**config.mk**
```make
export PLATFORM = sky130hd
export DESIGN_NAME = file_record_apdu_decoder
export DESIGN_NICKNAME = d
export VERILOG_FILES = /design/src/logic/rec_cmd_pkg.sv /design/src/logic/file_record_apdu_decoder.sv /design/src/logic/offset_tlv_parser.sv /design/src/logic/rec_mem.sv
export SDC_FILE = /design/constraint.sdc
export NUM_CORES = 2
export LEC_CHECK = 0
export ABC_CLOCK_PERIOD_IN_PS = 6300
export BUFFER_PORTS_ARGS = -buffer_cell sky130_fd_sc_hd__buf_4
export CORE_UTILIZATION = 63
export CTS_CLUSTER_DIAMETER = 30
export DETAILED_ROUTE_END_ITERATION = 16
export GPL_TIMING_DRIVEN = 1
export PLACE_DENSITY = 0.79
export SYNTH_ARGS = -nofsm -noshare
export SYNTH_HDL_FRONTEND = slang
export SYNTH_SLANG_ARGS = --single-unit
```
**constraint.sdc**
```tcl
create_clock -name ref_clk -period 6.3 [get_ports ref_clk]
set_input_delay 0.63 -clock ref_clk [delete_from_list [all_inputs] [get_ports ref_clk]]
set_output_delay 0.63 -clock ref_clk [all_outputs]
set_load 0.05 [all_outputs]
```
**src/logic/rec_cmd_pkg.sv**
```systemverilog
// shared constants, types and decode helpers of the record command decoder
package rec_cmd_pkg;

    ////////////////////////////////////////////////////////////////////////
    // command header and offset object bytes
    localparam logic [7:0] CLA_PLAIN = 8'h00;
    localparam logic [7:0] CLA_SM = 8'h0C;
    localparam logic [7:0] INS_BIN_ODD = 8'hB1;
    localparam logic [7:0] INS_APPEND = 8'hE2;
    localparam logic [7:0] INS_READ_REC = 8'hB2;
    localparam logic [7:0] P1_NONE = 8'h00;
    localparam logic [7:0] TAG_OFFSET = 8'h54;
    localparam logic [7:0] LEN_LONG_FORM = 8'h80;
    localparam logic [7:0] OFF_MAX_BYTES = 8'h04;

    // low three bits of p2
    localparam logic [2:0] P2_APPEND_LOW = 3'b000;
    localparam logic [2:0] P2_READ_ONE = 3'b100;
    localparam logic [2:0] P2_READ_ALL = 3'b101;

    ////////////////////////////////////////////////////////////////////////
    // status words
    localparam logic [15:0] SW_OK = 16'h9000;
    localparam logic [15:0] SW_WRONG_LEN = 16'h6700;
    localparam logic [15:0] SW_BAD_DATA = 16'h6A80;
    localparam logic [15:0] SW_NO_FILE = 16'h6A82;
    localparam logic [15:0] SW_NO_RECORD = 16'h6A83;
    localparam logic [15:0] SW_NO_SPACE = 16'h6A84;
    localparam logic [15:0] SW_BAD_P1P2 = 16'h6A86;
    localparam logic [15:0] SW_BAD_INS = 16'h6D00;
    localparam logic [15:0] SW_BAD_CLA = 16'h6E00;
    localparam logic [15:0] SW_NONE = 16'h0000;

    ////////////////////////////////////////////////////////////////////////
    // record file geometry
    localparam int MEM_AW = 8;
    localparam int MEM_DEPTH = 256;
    localparam int REC_MAX = 16;
    localparam logic [4:0] REC_MAX_CNT = 5'h10;
    localparam logic [15:0] REC_MAX_LEN = 16'h0080;
    localparam logic [15:0] FILE_BYTES = 16'h0100;
    localparam logic [4:0] FILE_SFI = 5'h01;
    localparam logic [4:0] SFI_CURRENT = 5'h00;

    ////////////////////////////////////////////////////////////////////////
    // register byte offsets and fields
    localparam logic [7:0] ADDR_CMD = 8'h00;
    localparam logic [7:0] ADDR_LEN = 8'h04;
    localparam logic [7:0] ADDR_CTRL = 8'h08;
    localparam logic [7:0] ADDR_DATA = 8'h0C;
    localparam logic [7:0] ADDR_STATUS = 8'h10;
    localparam logic [7:0] ADDR_RESP = 8'h14;
    localparam logic [7:0] ADDR_LEFT = 8'h18;
    localparam logic [7:0] ADDR_OFFSET = 8'h1C;
    localparam logic [7:0] ADDR_TARGET = 8'h20;
    localparam logic [7:0] ADDR_RECS = 8'h24;
    localparam int CTRL_START_BIT = 0;
    localparam int CTRL_END_BIT = 1;
    localparam int ST_OPEN_BIT = 16;
    localparam int ST_DONE_BIT = 17;
    localparam int TGT_KIND_LSB = 16;
    localparam int RECS_CUR_LSB = 8;
    localparam logic [31:0] CMD_RESET = 32'h0000_0000;

    ////////////////////////////////////////////////////////////////////////
    // types
    typedef struct packed {
        logic [7:0] cla;
        logic [7:0] ins;
        logic [7:0] p1;
        logic [7:0] p2;
    } cmd_hdr_type;

    typedef enum logic [1:0] {
        TGT_SELECTED,
        TGT_SFI,
        TGT_FID,
        TGT_INVALID
    } tgt_kind_type;

    typedef struct packed {
        tgt_kind_type kind;
        logic [15:0] id;
    } target_type;

    // target file of the odd binary read from p1-p2
    function automatic target_type decode_bin_target(input logic [7:0] p1,
                                                     input logic [7:0] p2);
        target_type t;
        t.id = {p1, p2};
        if (p1 != P1_NONE) begin
            t.kind = TGT_FID;
        end else if (p2 == 8'h00) begin
            t.kind = TGT_SELECTED;
        end else if (p2[7:5] == 3'b000) begin
            t.kind = TGT_SFI;
        end else begin
            t.kind = TGT_INVALID;
        end
        return t;
    endfunction

    // short file reference in p2 names the record file or the current one
    function automatic logic sfi_hits(input logic [7:0] p2);
        return (p2[7:3] == SFI_CURRENT) || (p2[7:3] == FILE_SFI);
    endfunction

endpackage

```
**src/logic/file_record_apdu_decoder.sv**
```systemverilog
// command decoder for odd binary read, record append and record read
`timescale 1ns/1ns
// Notes on behaviour
// - odd read p1-p2: selected, short id, full id
// - offset comes as tag 54 object
// - minimal length and value encoding recommended
// - no limit on odd read offset; here at most four value bytes
// - odd read allowed from offset zero
// - records numbered from one in creation order
// - append is 0C E2 with p1 00
// - append adds record after the last
// - append p2 top five bits short id
// - append answers 9000, 6A84 or 6700; here also 6E00, 6A86 or 6A82
// - record read is 0C B2, p1 record
// - read returns part, whole records, or both; here whole records only
// - missing record 6A83, otherwise 9000; here also 6E00, 6A86, 6A82 or 6700
// - read p2 low 100 one, 101 all
module file_record_apdu_decoder (
    input wire logic ref_clk, // system clock, 100 MHz
    input wire logic rstn, // async reset, active low
    input wire logic wb_cyc_i, // wishbone cycle
    input wire logic wb_stb_i, // wishbone strobe
    input wire logic wb_we_i, // wishbone write
    input wire logic [7:0] wb_adr_i, // wishbone byte address
    input wire logic [3:0] wb_sel_i, // wishbone byte enables
    input wire logic [31:0] wb_dat_i, // wishbone write data
    output logic [31:0] wb_dat_o, // wishbone read data
    output logic wb_ack_o // wishbone acknowledge
);
    typedef enum logic [1:0] {
        PH_IDLE,
        PH_OPEN,
        PH_DONE
    } phase_type;

    phase_type phase_r;
    rec_cmd_pkg::cmd_hdr_type cmd_r; // staged header
    rec_cmd_pkg::cmd_hdr_type hdr_r; // header of open command
    logic [15:0] len_r; // staged lc
    logic [15:0] lc_r; // lc of open command
    logic [15:0] cnt_r; // data bytes received
    logic [15:0] sw_r;
    logic [4:0] rec_cnt_r;
    logic [4:0] cur_rec_r;
    logic [8:0] used_r;
    logic [8:0] rec_end_r [rec_cmd_pkg::REC_MAX];
    logic [7:0] rd_ptr_r;
    logic [8:0] left_r;
    logic [31:0] offset_r;
    rec_cmd_pkg::target_type target_r;

    logic req, wr, rd;
    logic start_p, end_p, byte_p, pop_p;
    logic is_bin, is_app, is_rrec;
    logic [15:0] app_sw, rrec_sw, bin_sw, final_sw;
    logic [4:0] eff_rec;
    logic [8:0] rd_start, rd_stop;
    logic mem_we;
    logic [7:0] mem_q;
    logic [31:0] tlv_off;
    logic tlv_ok;
    rec_cmd_pkg::target_type bin_tgt;

    // merge a write word into a register under the byte enables
    function automatic logic [31:0] merge(input logic [31:0] old,
                                          input logic [31:0] val,
                                          input logic [3:0] sel);
        logic [31:0] m;
        m = old;
        for (int i = 0; i < 4; i++) begin
            if (sel[i]) begin
                m[i*8 +: 8] = val[i*8 +: 8];
            end
        end
        return m;
    endfunction

    ////////////////////////////////////////////////////////////////////////
    // bus strobes: one access per classic cycle, answered the next edge
    assign req = wb_cyc_i && wb_stb_i && !wb_ack_o;
    assign wr = req && wb_we_i;
    assign rd = req && !wb_we_i;
    assign start_p = wr && wb_adr_i == rec_cmd_pkg::ADDR_CTRL &&
        wb_sel_i[0] && wb_dat_i[rec_cmd_pkg::CTRL_START_BIT];
    assign end_p = wr && wb_adr_i == rec_cmd_pkg::ADDR_CTRL &&
        wb_sel_i[0] && wb_dat_i[rec_cmd_pkg::CTRL_END_BIT] &&
        phase_r == PH_OPEN && !start_p;
    assign byte_p = wr && wb_adr_i == rec_cmd_pkg::ADDR_DATA &&
        wb_sel_i[0] && phase_r == PH_OPEN;
    assign pop_p = rd && wb_adr_i == rec_cmd_pkg::ADDR_RESP &&
        left_r != 9'h000;

    always_ff @(posedge ref_clk or negedge rstn) begin
        if (!rstn) begin
            wb_ack_o <= 1'b0;
        end else begin
            wb_ack_o <= req;
        end
    end

    ////////////////////////////////////////////////////////////////////////
    // staged header and lc, free to rewrite while a command is open
    always_ff @(posedge ref_clk or negedge rstn) begin
        if (!rstn) begin
            cmd_r <= rec_cmd_pkg::CMD_RESET;
            len_r <= 16'h0000;
        end else if (wr && wb_adr_i == rec_cmd_pkg::ADDR_CMD) begin
            cmd_r <= merge(cmd_r, wb_dat_i, wb_sel_i);
        end else if (wr && wb_adr_i == rec_cmd_pkg::ADDR_LEN) begin
            len_r <= 16'(merge({16'h0000, len_r}, wb_dat_i, wb_sel_i));
        end
    end

    // command phase and the latched copy used for checking
    always_ff @(posedge ref_clk or negedge rstn) begin
        if (!rstn) begin
            phase_r <= PH_IDLE;
            hdr_r <= rec_cmd_pkg::CMD_RESET;
            lc_r <= 16'h0000;
            cnt_r <= 16'h0000;
        end else if (start_p) begin
            phase_r <= PH_OPEN;
            hdr_r <= cmd_r;
            lc_r <= len_r;
            cnt_r <= 16'h0000;
        end else if (end_p) begin
            phase_r <= PH_DONE;
        end else if (byte_p && cnt_r != 16'hFFFF) begin
            cnt_r <= cnt_r + 16'h0001;
        end
    end

    ////////////////////////////////////////////////////////////////////////
    // command recognition
    assign is_bin = hdr_r.ins == rec_cmd_pkg::INS_BIN_ODD;
    assign is_app = hdr_r.ins == rec_cmd_pkg::INS_APPEND;
    assign is_rrec = hdr_r.ins == rec_cmd_pkg::INS_READ_REC;
    assign bin_tgt = rec_cmd_pkg::decode_bin_target(hdr_r.p1, hdr_r.p2);

    // append checks depend only on latched header and file fill state,
    // so they stay steady while the record bytes stream in
    always_comb begin
        if (hdr_r.cla != rec_cmd_pkg::CLA_SM) begin
            app_sw = rec_cmd_pkg::SW_BAD_CLA;
        end else if (hdr_r.p1 != rec_cmd_pkg::P1_NONE ||
                     hdr_r.p2[2:0] != rec_cmd_pkg::P2_APPEND_LOW) begin
            app_sw = rec_cmd_pkg::SW_BAD_P1P2;
        end else if (!rec_cmd_pkg::sfi_hits(hdr_r.p2)) begin
            app_sw = rec_cmd_pkg::SW_NO_FILE;
        end else if (lc_r > rec_cmd_pkg::REC_MAX_LEN ||
                     lc_r == 16'h0000) begin
            app_sw = rec_cmd_pkg::SW_WRONG_LEN;
        end else if (rec_cnt_r == rec_cmd_pkg::REC_MAX_CNT ||
                     {7'h00, used_r} + lc_r > rec_cmd_pkg::FILE_BYTES) begin
            app_sw = rec_cmd_pkg::SW_NO_SPACE;
        end else begin
            app_sw = rec_cmd_pkg::SW_OK;
        end
    end

    // record read checks; p1 of zero means the current record
    assign eff_rec = (hdr_r.p1 == rec_cmd_pkg::P1_NONE) ?
        cur_rec_r : hdr_r.p1[4:0];
    always_comb begin
        if (hdr_r.cla != rec_cmd_pkg::CLA_SM) begin
            rrec_sw = rec_cmd_pkg::SW_BAD_CLA;
        end else if (hdr_r.p2[2:0] != rec_cmd_pkg::P2_READ_ONE &&
                     hdr_r.p2[2:0] != rec_cmd_pkg::P2_READ_ALL) begin
            rrec_sw = rec_cmd_pkg::SW_BAD_P1P2;
        end else if (!rec_cmd_pkg::sfi_hits(hdr_r.p2)) begin
            rrec_sw = rec_cmd_pkg::SW_NO_FILE;
        end else if (lc_r != 16'h0000) begin
            rrec_sw = rec_cmd_pkg::SW_WRONG_LEN;
        end else if (hdr_r.p1[7:5] != 3'b000 || eff_rec == 5'h00 ||
                     eff_rec > rec_cnt_r) begin
            rrec_sw = rec_cmd_pkg::SW_NO_RECORD;
        end else begin
            rrec_sw = rec_cmd_pkg::SW_OK;
        end
    end

    // odd binary read: the block decodes, file access lies elsewhere
    always_comb begin
        if (hdr_r.cla != rec_cmd_pkg::CLA_PLAIN &&
            hdr_r.cla != rec_cmd_pkg::CLA_SM) begin
            bin_sw = rec_cmd_pkg::SW_BAD_CLA;
        end else if (bin_tgt.kind == rec_cmd_pkg::TGT_INVALID) begin
            bin_sw = rec_cmd_pkg::SW_BAD_P1P2;
        end else if (lc_r == 16'h0000) begin
            bin_sw = rec_cmd_pkg::SW_WRONG_LEN;
        end else if (!tlv_ok) begin
            bin_sw = rec_cmd_pkg::SW_BAD_DATA;
        end else begin
            bin_sw = rec_cmd_pkg::SW_OK;
        end
    end

    // a data count that disagrees with lc fails every recognised command
    always_comb begin
        if (!is_bin && !is_app && !is_rrec) begin
            final_sw = rec_cmd_pkg::SW_BAD_INS;
        end else if (cnt_r != lc_r) begin
            final_sw = rec_cmd_pkg::SW_WRONG_LEN;
        end else if (is_app) begin
            final_sw = app_sw;
        end else if (is_rrec) begin
            final_sw = rrec_sw;
        end else begin
            final_sw = bin_sw;
        end
    end

    ////////////////////////////////////////////////////////////////////////
    // record bytes go past the fill mark; they only count once committed,
    // so a rejected append leaves the file as it was
    assign mem_we = byte_p && is_app && app_sw == rec_cmd_pkg::SW_OK &&
        cnt_r < lc_r;

    rec_mem u_mem (
        .ref_clk(ref_clk),
        .we(mem_we),
        .waddr(used_r[7:0] + cnt_r[7:0]),
        .wdata(wb_dat_i[7:0]),
        .raddr(rd_ptr_r),
        .rdata(mem_q)
    );

    offset_tlv_parser u_tlv (
        .ref_clk(ref_clk),
        .rstn(rstn),
        .clear(start_p),
        .byte_valid(byte_p && is_bin),
        .byte_data(wb_dat_i[7:0]),
        .offset(tlv_off),
        .ok(tlv_ok)
    );

    ////////////////////////////////////////////////////////////////////////
    // record table: end mark of each record, numbered from one
    always_ff @(posedge ref_clk or negedge rstn) begin
        if (!rstn) begin
            rec_cnt_r <= 5'h00;
            used_r <= 9'h000;
            for (int i = 0; i < rec_cmd_pkg::REC_MAX; i++) begin
                rec_end_r[i] <= 9'h000;
            end
        end else if (end_p && is_app && final_sw == rec_cmd_pkg::SW_OK) begin
            rec_end_r[rec_cnt_r[3:0]] <= used_r + lc_r[8:0];
            used_r <= used_r + lc_r[8:0];
            rec_cnt_r <= rec_cnt_r + 5'h01;
        end
    end

    // current record: last appended, or last one a read returned
    always_ff @(posedge ref_clk or negedge rstn) begin
        if (!rstn) begin
            cur_rec_r <= 5'h00;
        end else if (end_p && final_sw == rec_cmd_pkg::SW_OK) begin
            if (is_app) begin
                cur_rec_r <= rec_cnt_r + 5'h01;
            end else if (is_rrec) begin
                cur_rec_r <= (hdr_r.p2[2:0] == rec_cmd_pkg::P2_READ_ALL) ?
                    rec_cnt_r : eff_rec;
            end
        end
    end

    ////////////////////////////////////////////////////////////////////////
    // response window: one record or from the record through the last
    assign rd_start = (eff_rec <= 5'h01) ? 9'h000 :
        rec_end_r[4'(eff_rec - 5'h02)];
    assign rd_stop = (hdr_r.p2[2:0] == rec_cmd_pkg::P2_READ_ALL) ? used_r :
        rec_end_r[4'(eff_rec - 5'h01)];

    // whole records are returned; software may stop popping early and
    // then holds only the leading part of the last one
    always_ff @(posedge ref_clk or negedge rstn) begin
        if (!rstn) begin
            rd_ptr_r <= 8'h00;
            left_r <= 9'h000;
        end else if (start_p) begin
            left_r <= 9'h000;
        end else if (end_p && is_rrec && final_sw == rec_cmd_pkg::SW_OK) begin
            rd_ptr_r <= rd_start[7:0];
            left_r <= rd_stop - rd_start;
        end else if (pop_p) begin
            rd_ptr_r <= rd_ptr_r + 8'h01;
            left_r <= left_r - 9'h001;
        end
    end

    // answer and decoded odd-read target
    always_ff @(posedge ref_clk or negedge rstn) begin
        if (!rstn) begin
            sw_r <= rec_cmd_pkg::SW_NONE;
            offset_r <= 32'h0000_0000;
            target_r <= '0;
        end else if (start_p) begin
            sw_r <= rec_cmd_pkg::SW_NONE;
        end else if (end_p) begin
            sw_r <= final_sw;
            if (is_bin && final_sw == rec_cmd_pkg::SW_OK) begin
                offset_r <= tlv_off;
                target_r <= bin_tgt;
            end
        end
    end

    ////////////////////////////////////////////////////////////////////////
    // read mux; unmapped and write-only addresses read as zero
    always_ff @(posedge ref_clk or negedge rstn) begin
        if (!rstn) begin
            wb_dat_o <= 32'h0000_0000;
        end else if (rd) begin
            unique case (wb_adr_i)
                rec_cmd_pkg::ADDR_CMD: wb_dat_o <= cmd_r;
                rec_cmd_pkg::ADDR_LEN: wb_dat_o <= {16'h0000, len_r};
                rec_cmd_pkg::ADDR_STATUS: begin
                    wb_dat_o <= {16'h0000, sw_r};
                    wb_dat_o[rec_cmd_pkg::ST_OPEN_BIT] <= phase_r == PH_OPEN;
                    wb_dat_o[rec_cmd_pkg::ST_DONE_BIT] <= phase_r == PH_DONE;
                end
                rec_cmd_pkg::ADDR_RESP: begin
                    wb_dat_o <= {24'h00_0000, pop_p ? mem_q : 8'h00};
                end
                rec_cmd_pkg::ADDR_LEFT: wb_dat_o <= {23'h00_0000, left_r};
                rec_cmd_pkg::ADDR_OFFSET: wb_dat_o <= offset_r;
                rec_cmd_pkg::ADDR_TARGET: wb_dat_o <= {14'h0000, target_r};
                rec_cmd_pkg::ADDR_RECS: begin
                    wb_dat_o <= {19'h0_0000, cur_rec_r, 3'b000, rec_cnt_r};
                end
                default: wb_dat_o <= 32'h0000_0000;
            endcase
        end
    end
endmodule

```
**src/logic/offset_tlv_parser.sv**
```systemverilog
// parser of the offset data object carried by the odd binary read
`timescale 1ns/1ns
module offset_tlv_parser (
    input wire logic ref_clk, // system clock
    input wire logic rstn, // async reset, active low
    input wire logic clear, // restart at a new command
    input wire logic byte_valid, // one data byte this cycle
    input wire logic [7:0] byte_data, // the data byte
    output logic [31:0] offset, // offset value collected
    output logic ok // a complete well formed object seen
);
    typedef enum logic [2:0] {
        P_TAG,
        P_LEN,
        P_VAL,
        P_DONE,
        P_BAD
    } parse_state_type;

    parse_state_type state_r;
    logic [7:0] remain_r;

    ////////////////////////////////////////////////////////////////////////
    // tag, short-form length, then big-endian value bytes
    always_ff @(posedge ref_clk or negedge rstn) begin
        if (!rstn) begin
            state_r <= P_TAG;
            remain_r <= 8'h00;
            offset <= 32'h0000_0000;
        end else if (clear) begin
            state_r <= P_TAG;
            remain_r <= 8'h00;
            offset <= 32'h0000_0000;
        end else if (byte_valid) begin
            unique case (state_r)
                P_TAG: begin
                    state_r <= (byte_data == rec_cmd_pkg::TAG_OFFSET) ?
                        P_LEN : P_BAD;
                end
                P_LEN: begin
                    // long-form lengths would never be minimal here
                    if (byte_data >= rec_cmd_pkg::LEN_LONG_FORM ||
                        byte_data > rec_cmd_pkg::OFF_MAX_BYTES) begin
                        state_r <= P_BAD;
                    end else if (byte_data == 8'h00) begin
                        state_r <= P_DONE;
                    end else begin
                        remain_r <= byte_data;
                        state_r <= P_VAL;
                    end
                end
                P_VAL: begin
                    // any value accepted, zero included, no window check
                    offset <= {offset[23:0], byte_data};
                    remain_r <= remain_r - 8'h01;
                    if (remain_r == 8'h01) begin
                        state_r <= P_DONE;
                    end
                end
                P_DONE: state_r <= P_BAD; // trailing bytes
                P_BAD: state_r <= P_BAD;
            endcase
        end
    end

    assign ok = (state_r == P_DONE);
endmodule

```
**src/logic/rec_mem.sv**
```systemverilog
// byte store of the linear record file, registered read port
`timescale 1ns/1ns
module rec_mem (
    input wire logic ref_clk, // system clock
    input wire logic we, // write strobe
    input wire logic [rec_cmd_pkg::MEM_AW-1:0] waddr, // write address
    input wire logic [7:0] wdata, // write byte
    input wire logic [rec_cmd_pkg::MEM_AW-1:0] raddr, // read address
    output logic [7:0] rdata // read byte, one cycle late
);
    logic [7:0] mem_r [rec_cmd_pkg::MEM_DEPTH];

    ////////////////////////////////////////////////////////////////////////
    // no reset on the array: contents are only valid below the fill mark
    always_ff @(posedge ref_clk) begin
        if (we) begin
            mem_r[waddr] <= wdata;
        end
    end

    // read data registered so it maps onto block ram
    always_ff @(posedge ref_clk) begin
        rdata <= mem_r[raddr];
    end
endmodule

```
==> flow_metrics.env <==
export IMPL_outcome="finished, final reports clean"
export IMPL_p_per_area_nw_per_um2=349
export IMPL_cts_tree="yes"
export IMPL_switching_share_pct=21.4
export IMPL_p_leak_uw=0.0431
export IMPL_worst_path_max_fanout=65
export IMPL_drt_total_wl_mm=316
export IMPL_insertion_delay_ns=1.02
export IMPL_gp_congestion=0.959
export IMPL_worstSetupPathType="reg2reg"
export IMPL_worst_pin_slew_ns=1.35
export IMPL_vias=63785
export IMPL_power_frac_clock_pct=57.7
export IMPL_synth_seq_area_share_pct=70.5
export IMPL_cts_root_buffer="clkbuf_16"
export IMPL_cts_buffers=439
export IMPL_dp_hpwl_mm=166
export IMPL_p_seq_share_pct=41.4
export IMPL_firstDrtPassIters=9
export IMPL_place_area_um2=108000
export IMPL_clkTransAtPathRegs_ns=0.07
export IMPL_post_cts_buffers=0
export IMPL_fp_dieW_um=406
export IMPL_finalSetupViolations=0
export IMPL_p_sw_uw=9210
export IMPL_final_antenna_net_count=0
export IMPL_synth_seq_cells=2486
export IMPL_grt_max_degree=233
export IMPL_track_usage_pct=39.1
export IMPL_fin_crit_ns=5.45
export IMPL_cap_violations=0
export IMPL_fp_row_count=147
export IMPL_start_util_pct=63.7
export IMPL_syn_avg_cell_area_um2=18.0
export IMPL_cts_htree_levels=5
export IMPL_grt_pass1_vias=63975
export IMPL_grt_pass1_wl_mm=458
export IMPL_arrival_ns=6.12
export IMPL_cts_sinks=2486
export IMPL_slew_headroom_pct=10.1
export IMPL_fin_util_pct=76.6
export IMPL_drt_iter0_markers=10826
export IMPL_yosysWarnings=0
export IMPL_synth_edff_count=2048
export IMPL_overflow=0
export IMPL_layout_drive_gt1_share_pct=31.3
export IMPL_final_area_um2=123000
export IMPL_io_pins=82
export IMPL_clock_path_buffers=4
export IMPL_areaGrowthSynthToFinish_pct=20.2
export IMPL_power_uw=43100
export IMPL_cp_end_kind="register"
export IMPL_die_h_um=406
export IMPL_finalSetupTns_ns=0
export IMPL_coreArea_um2=161000
export IMPL_fmax_ghz=0.183
export IMPL_nets=6396
export IMPL_hold_class="in2reg"
export IMPL_grt_setup_unrepaired="no"
export IMPL_skew_ns=0.0842
export IMPL_drc_errors=0
export IMPL_syn_inst=5724
export IMPL_syn_area_um2=103000
export IMPL_port_buffer_count=81
export IMPL_crit_required_ns=6.97
export IMPL_critPathLaunchType="register"
export IMPL_synth_fp_nets=5834
export IMPL_drt_vias_per_instance=7.24
export IMPL_p_int_uw=33900
export IMPL_wl_per_cell_um=35.8
export IMPL_finalMaxSlewViolations=0
export IMPL_die_area_um2=165000
export IMPL_hold_violations=0
export IMPL_grt_antenna_before_repair=27
export IMPL_ir_drop_mv=0.325
export IMPL_synthFlopType="edfxtp_1"
export IMPL_post_route_period_util_pct=86.5
export IMPL_ys_types=84
export IMPL_async_reset_ff_share_pct=17.3
export IMPL_ctsResizeCount=0
export IMPL_power_frac_comb_pct=0.9
placed cells by master (no fill, tap or decap), types with 26 or more instances in the layout:
| cell | count |
|---|---|
| buf_4 | 411 |
| a22oi_1 | 27 |
| nand2_1 | 701 |
| mux4_2 | 732 |
| dfrtp_1 | 424 |
| nor2_1 | 119 |
| xnor2_1 | 37 |
| a21oi_1 | 83 |
| mux2_2 | 77 |
| inv_1 | 45 |
| clkinv_1 | 28 |
| dlygate4sd3_1 | 27 |
| clkbuf_16 | 443 |
| bufinv_16 | 71 |
| nand3_1 | 65 |
| clkinv_4 | 51 |
| mux2i_1 | 105 |
| inv_6 | 51 |
| clkinvlp_4 | 57 |
| clkbuf_1 | 26 |
| edfxtp_1 | 2048 |
| ha_1 | 58 |
| clkinv_2 | 54 |
| o21ai_0 | 229 |
| nor3_1 | 285 |
path summary, 6_finish.rpt:
kind | from | to | slack [ns] | cells after the start
worst max register to register | used_r[0] | u_mem.mem_r[241][4] | 0.85 | 14
min in group asynchronous | rstn | rec_end_r[113] | 0.35 | 2
worst min-delay path | wb_dat_i[0] | u_mem.mem_r[224][0] | 0.05 | 1
worst max-delay path | used_r[0] | u_mem.mem_r[241][4] | 0.85 | 14
worst min register to register | hdr_r[28] | hdr_r[28] | 0.47 | 2
max in group asynchronous | rstn | offset_r[24] | 4.37 | 3
registers in the layout, summed over array words and instances, names as in the netlist, 18 cells and up:
| signal | flops |
|---|---|
| u_mem.mem_r | 2048 |
| rec_end_r | 144 |
| cmd_r | 32 |
| offset_r | 32 |
| u_tlv.offset | 32 |
| wb_dat_o | 32 |
| target_r | 18 |
worst max-delay path, cell delays in order (launching register included):
cell and delay (ns):
dfrtp_1 0.44, ha_1 0.25, fa_1 0.42, a21o_1 0.22, a221oi_1 0.39, xor2_1 0.19, buf_4 0.30, inv_1 0.10
a2111oi_2 0.35, o21a_1 0.17, and2_1 0.37, nand2_4 0.48, buf_4 0.62, nor3_1 0.49, buf_4 0.27
through the flow:
step,hold slack (ns),std cells,setup slack (ns)
after floorplan,0.334,5724,1.09
after global placement,0.443,7978,1.13
after detailed placement,0.454,7978,1.12
after CTS,0.0389,8806,0.936
after global routing,0.0472,8806,0.636
final,0.0518,8815,0.850
kinds of logic (layout without fill, tap and decap cells):
family,count (synthesis),count (layout),share of synthesized area (%)
xor+xnor,53,53,0.452
fa+ha+maj,61,61,0.765
mux,934,934,18.2
other cells,0,9,0
simple gates,1337,1337,5.97
flops,2486,2486,70.5
buf+inv,390,1312,1.46
compound gates,463,463,2.71
timing repair:
item,in CTS,in global routing
endpoints found under the setup margin,0,0
hold buffers,27,0
endpoints found under the hold margin,164,0
routing by layer:
| layer | up-vias | wire length, µm | GRT usage [%] |
|---|---|---|---|
| met5 | - | 202 | 0 |
| li1 | 24156 | - | - |
| met4 | 32 | 19800 | 20.3 |
| met1 | 32406 | 106000 | 50.7 |
| met3 | 1278 | 36600 | 9.24 |
| met2 | 5913 | 153000 | 62.3 |
synth_stat cells, types with 8 or more instances:
library cell | n | area, µm²
edfxtp_1 | 2048 | 61500
mux4_2 | 732 | 16500
nand2_1 | 703 | 2640
dfrtp_1 | 430 | 10800
nor3_1 | 287 | 1440
clkbuf_1 | 269 | 1010
o21ai_0 | 229 | 1150
nor2_1 | 125 | 469
mux2i_1 | 105 | 1050
a21oi_1 | 83 | 415
mux2_2 | 77 | 867
nand3_1 | 65 | 325
buf_1 | 61 | 229
ha_1 | 58 | 726
inv_1 | 45 | 169
xnor2_1 | 40 | 350
a22oi_1 | 27 | 203
or3_1 | 21 | 131
a21o_1 | 20 | 150
nand4_1 | 20 | 125
nor2b_1 | 19 | 119
mux2_4 | 14 | 210
nand2b_1 | 14 | 87.6
nor4_1 | 14 | 87.6
and3_1 | 13 | 81.3
xor2_1 | 13 | 114
a211oi_1 | 10 | 75.1
a221oi_1 | 10 | 87.6
a222oi_1 | 10 | 100
buf_2 | 10 | 50.1
a31oi_1 | 9 | 56.3
and2_1 | 8 | 50.1
dfxtp_1 | 8 | 160
o21a_1 | 8 | 60.1
o31ai_1 | 8 | 60.1
cell type report:
type	count	area, µm²
Tap cell	2160	2700
Multi-Input combinational cell	2848	29000
Timing Repair Buffer	466	3860
Antenna cell	9	22.5
Inverter	45	169
Clock buffer	481	11300
Fill cell	7739	37800
Clock inverter	320	3970
Sequential cell	2486	72400
power by group through the flow:
| stage | Clock, µW | Sequential (µW) | Combinational (µW) |
|---|---|---|---|
| final | 24900 | 17800 | 404 |
| after global routing | 25600 | 17800 | 420 |
| after global placement | 0 | 18100 | 349 |
| after CTS | 24900 | 17800 | 397 |
| after floorplan | 0 | 18100 | 27.6 |
| after detailed placement | 0 | 18100 | 370 |
Note: power is estimated with default switching activity, not from simulation.
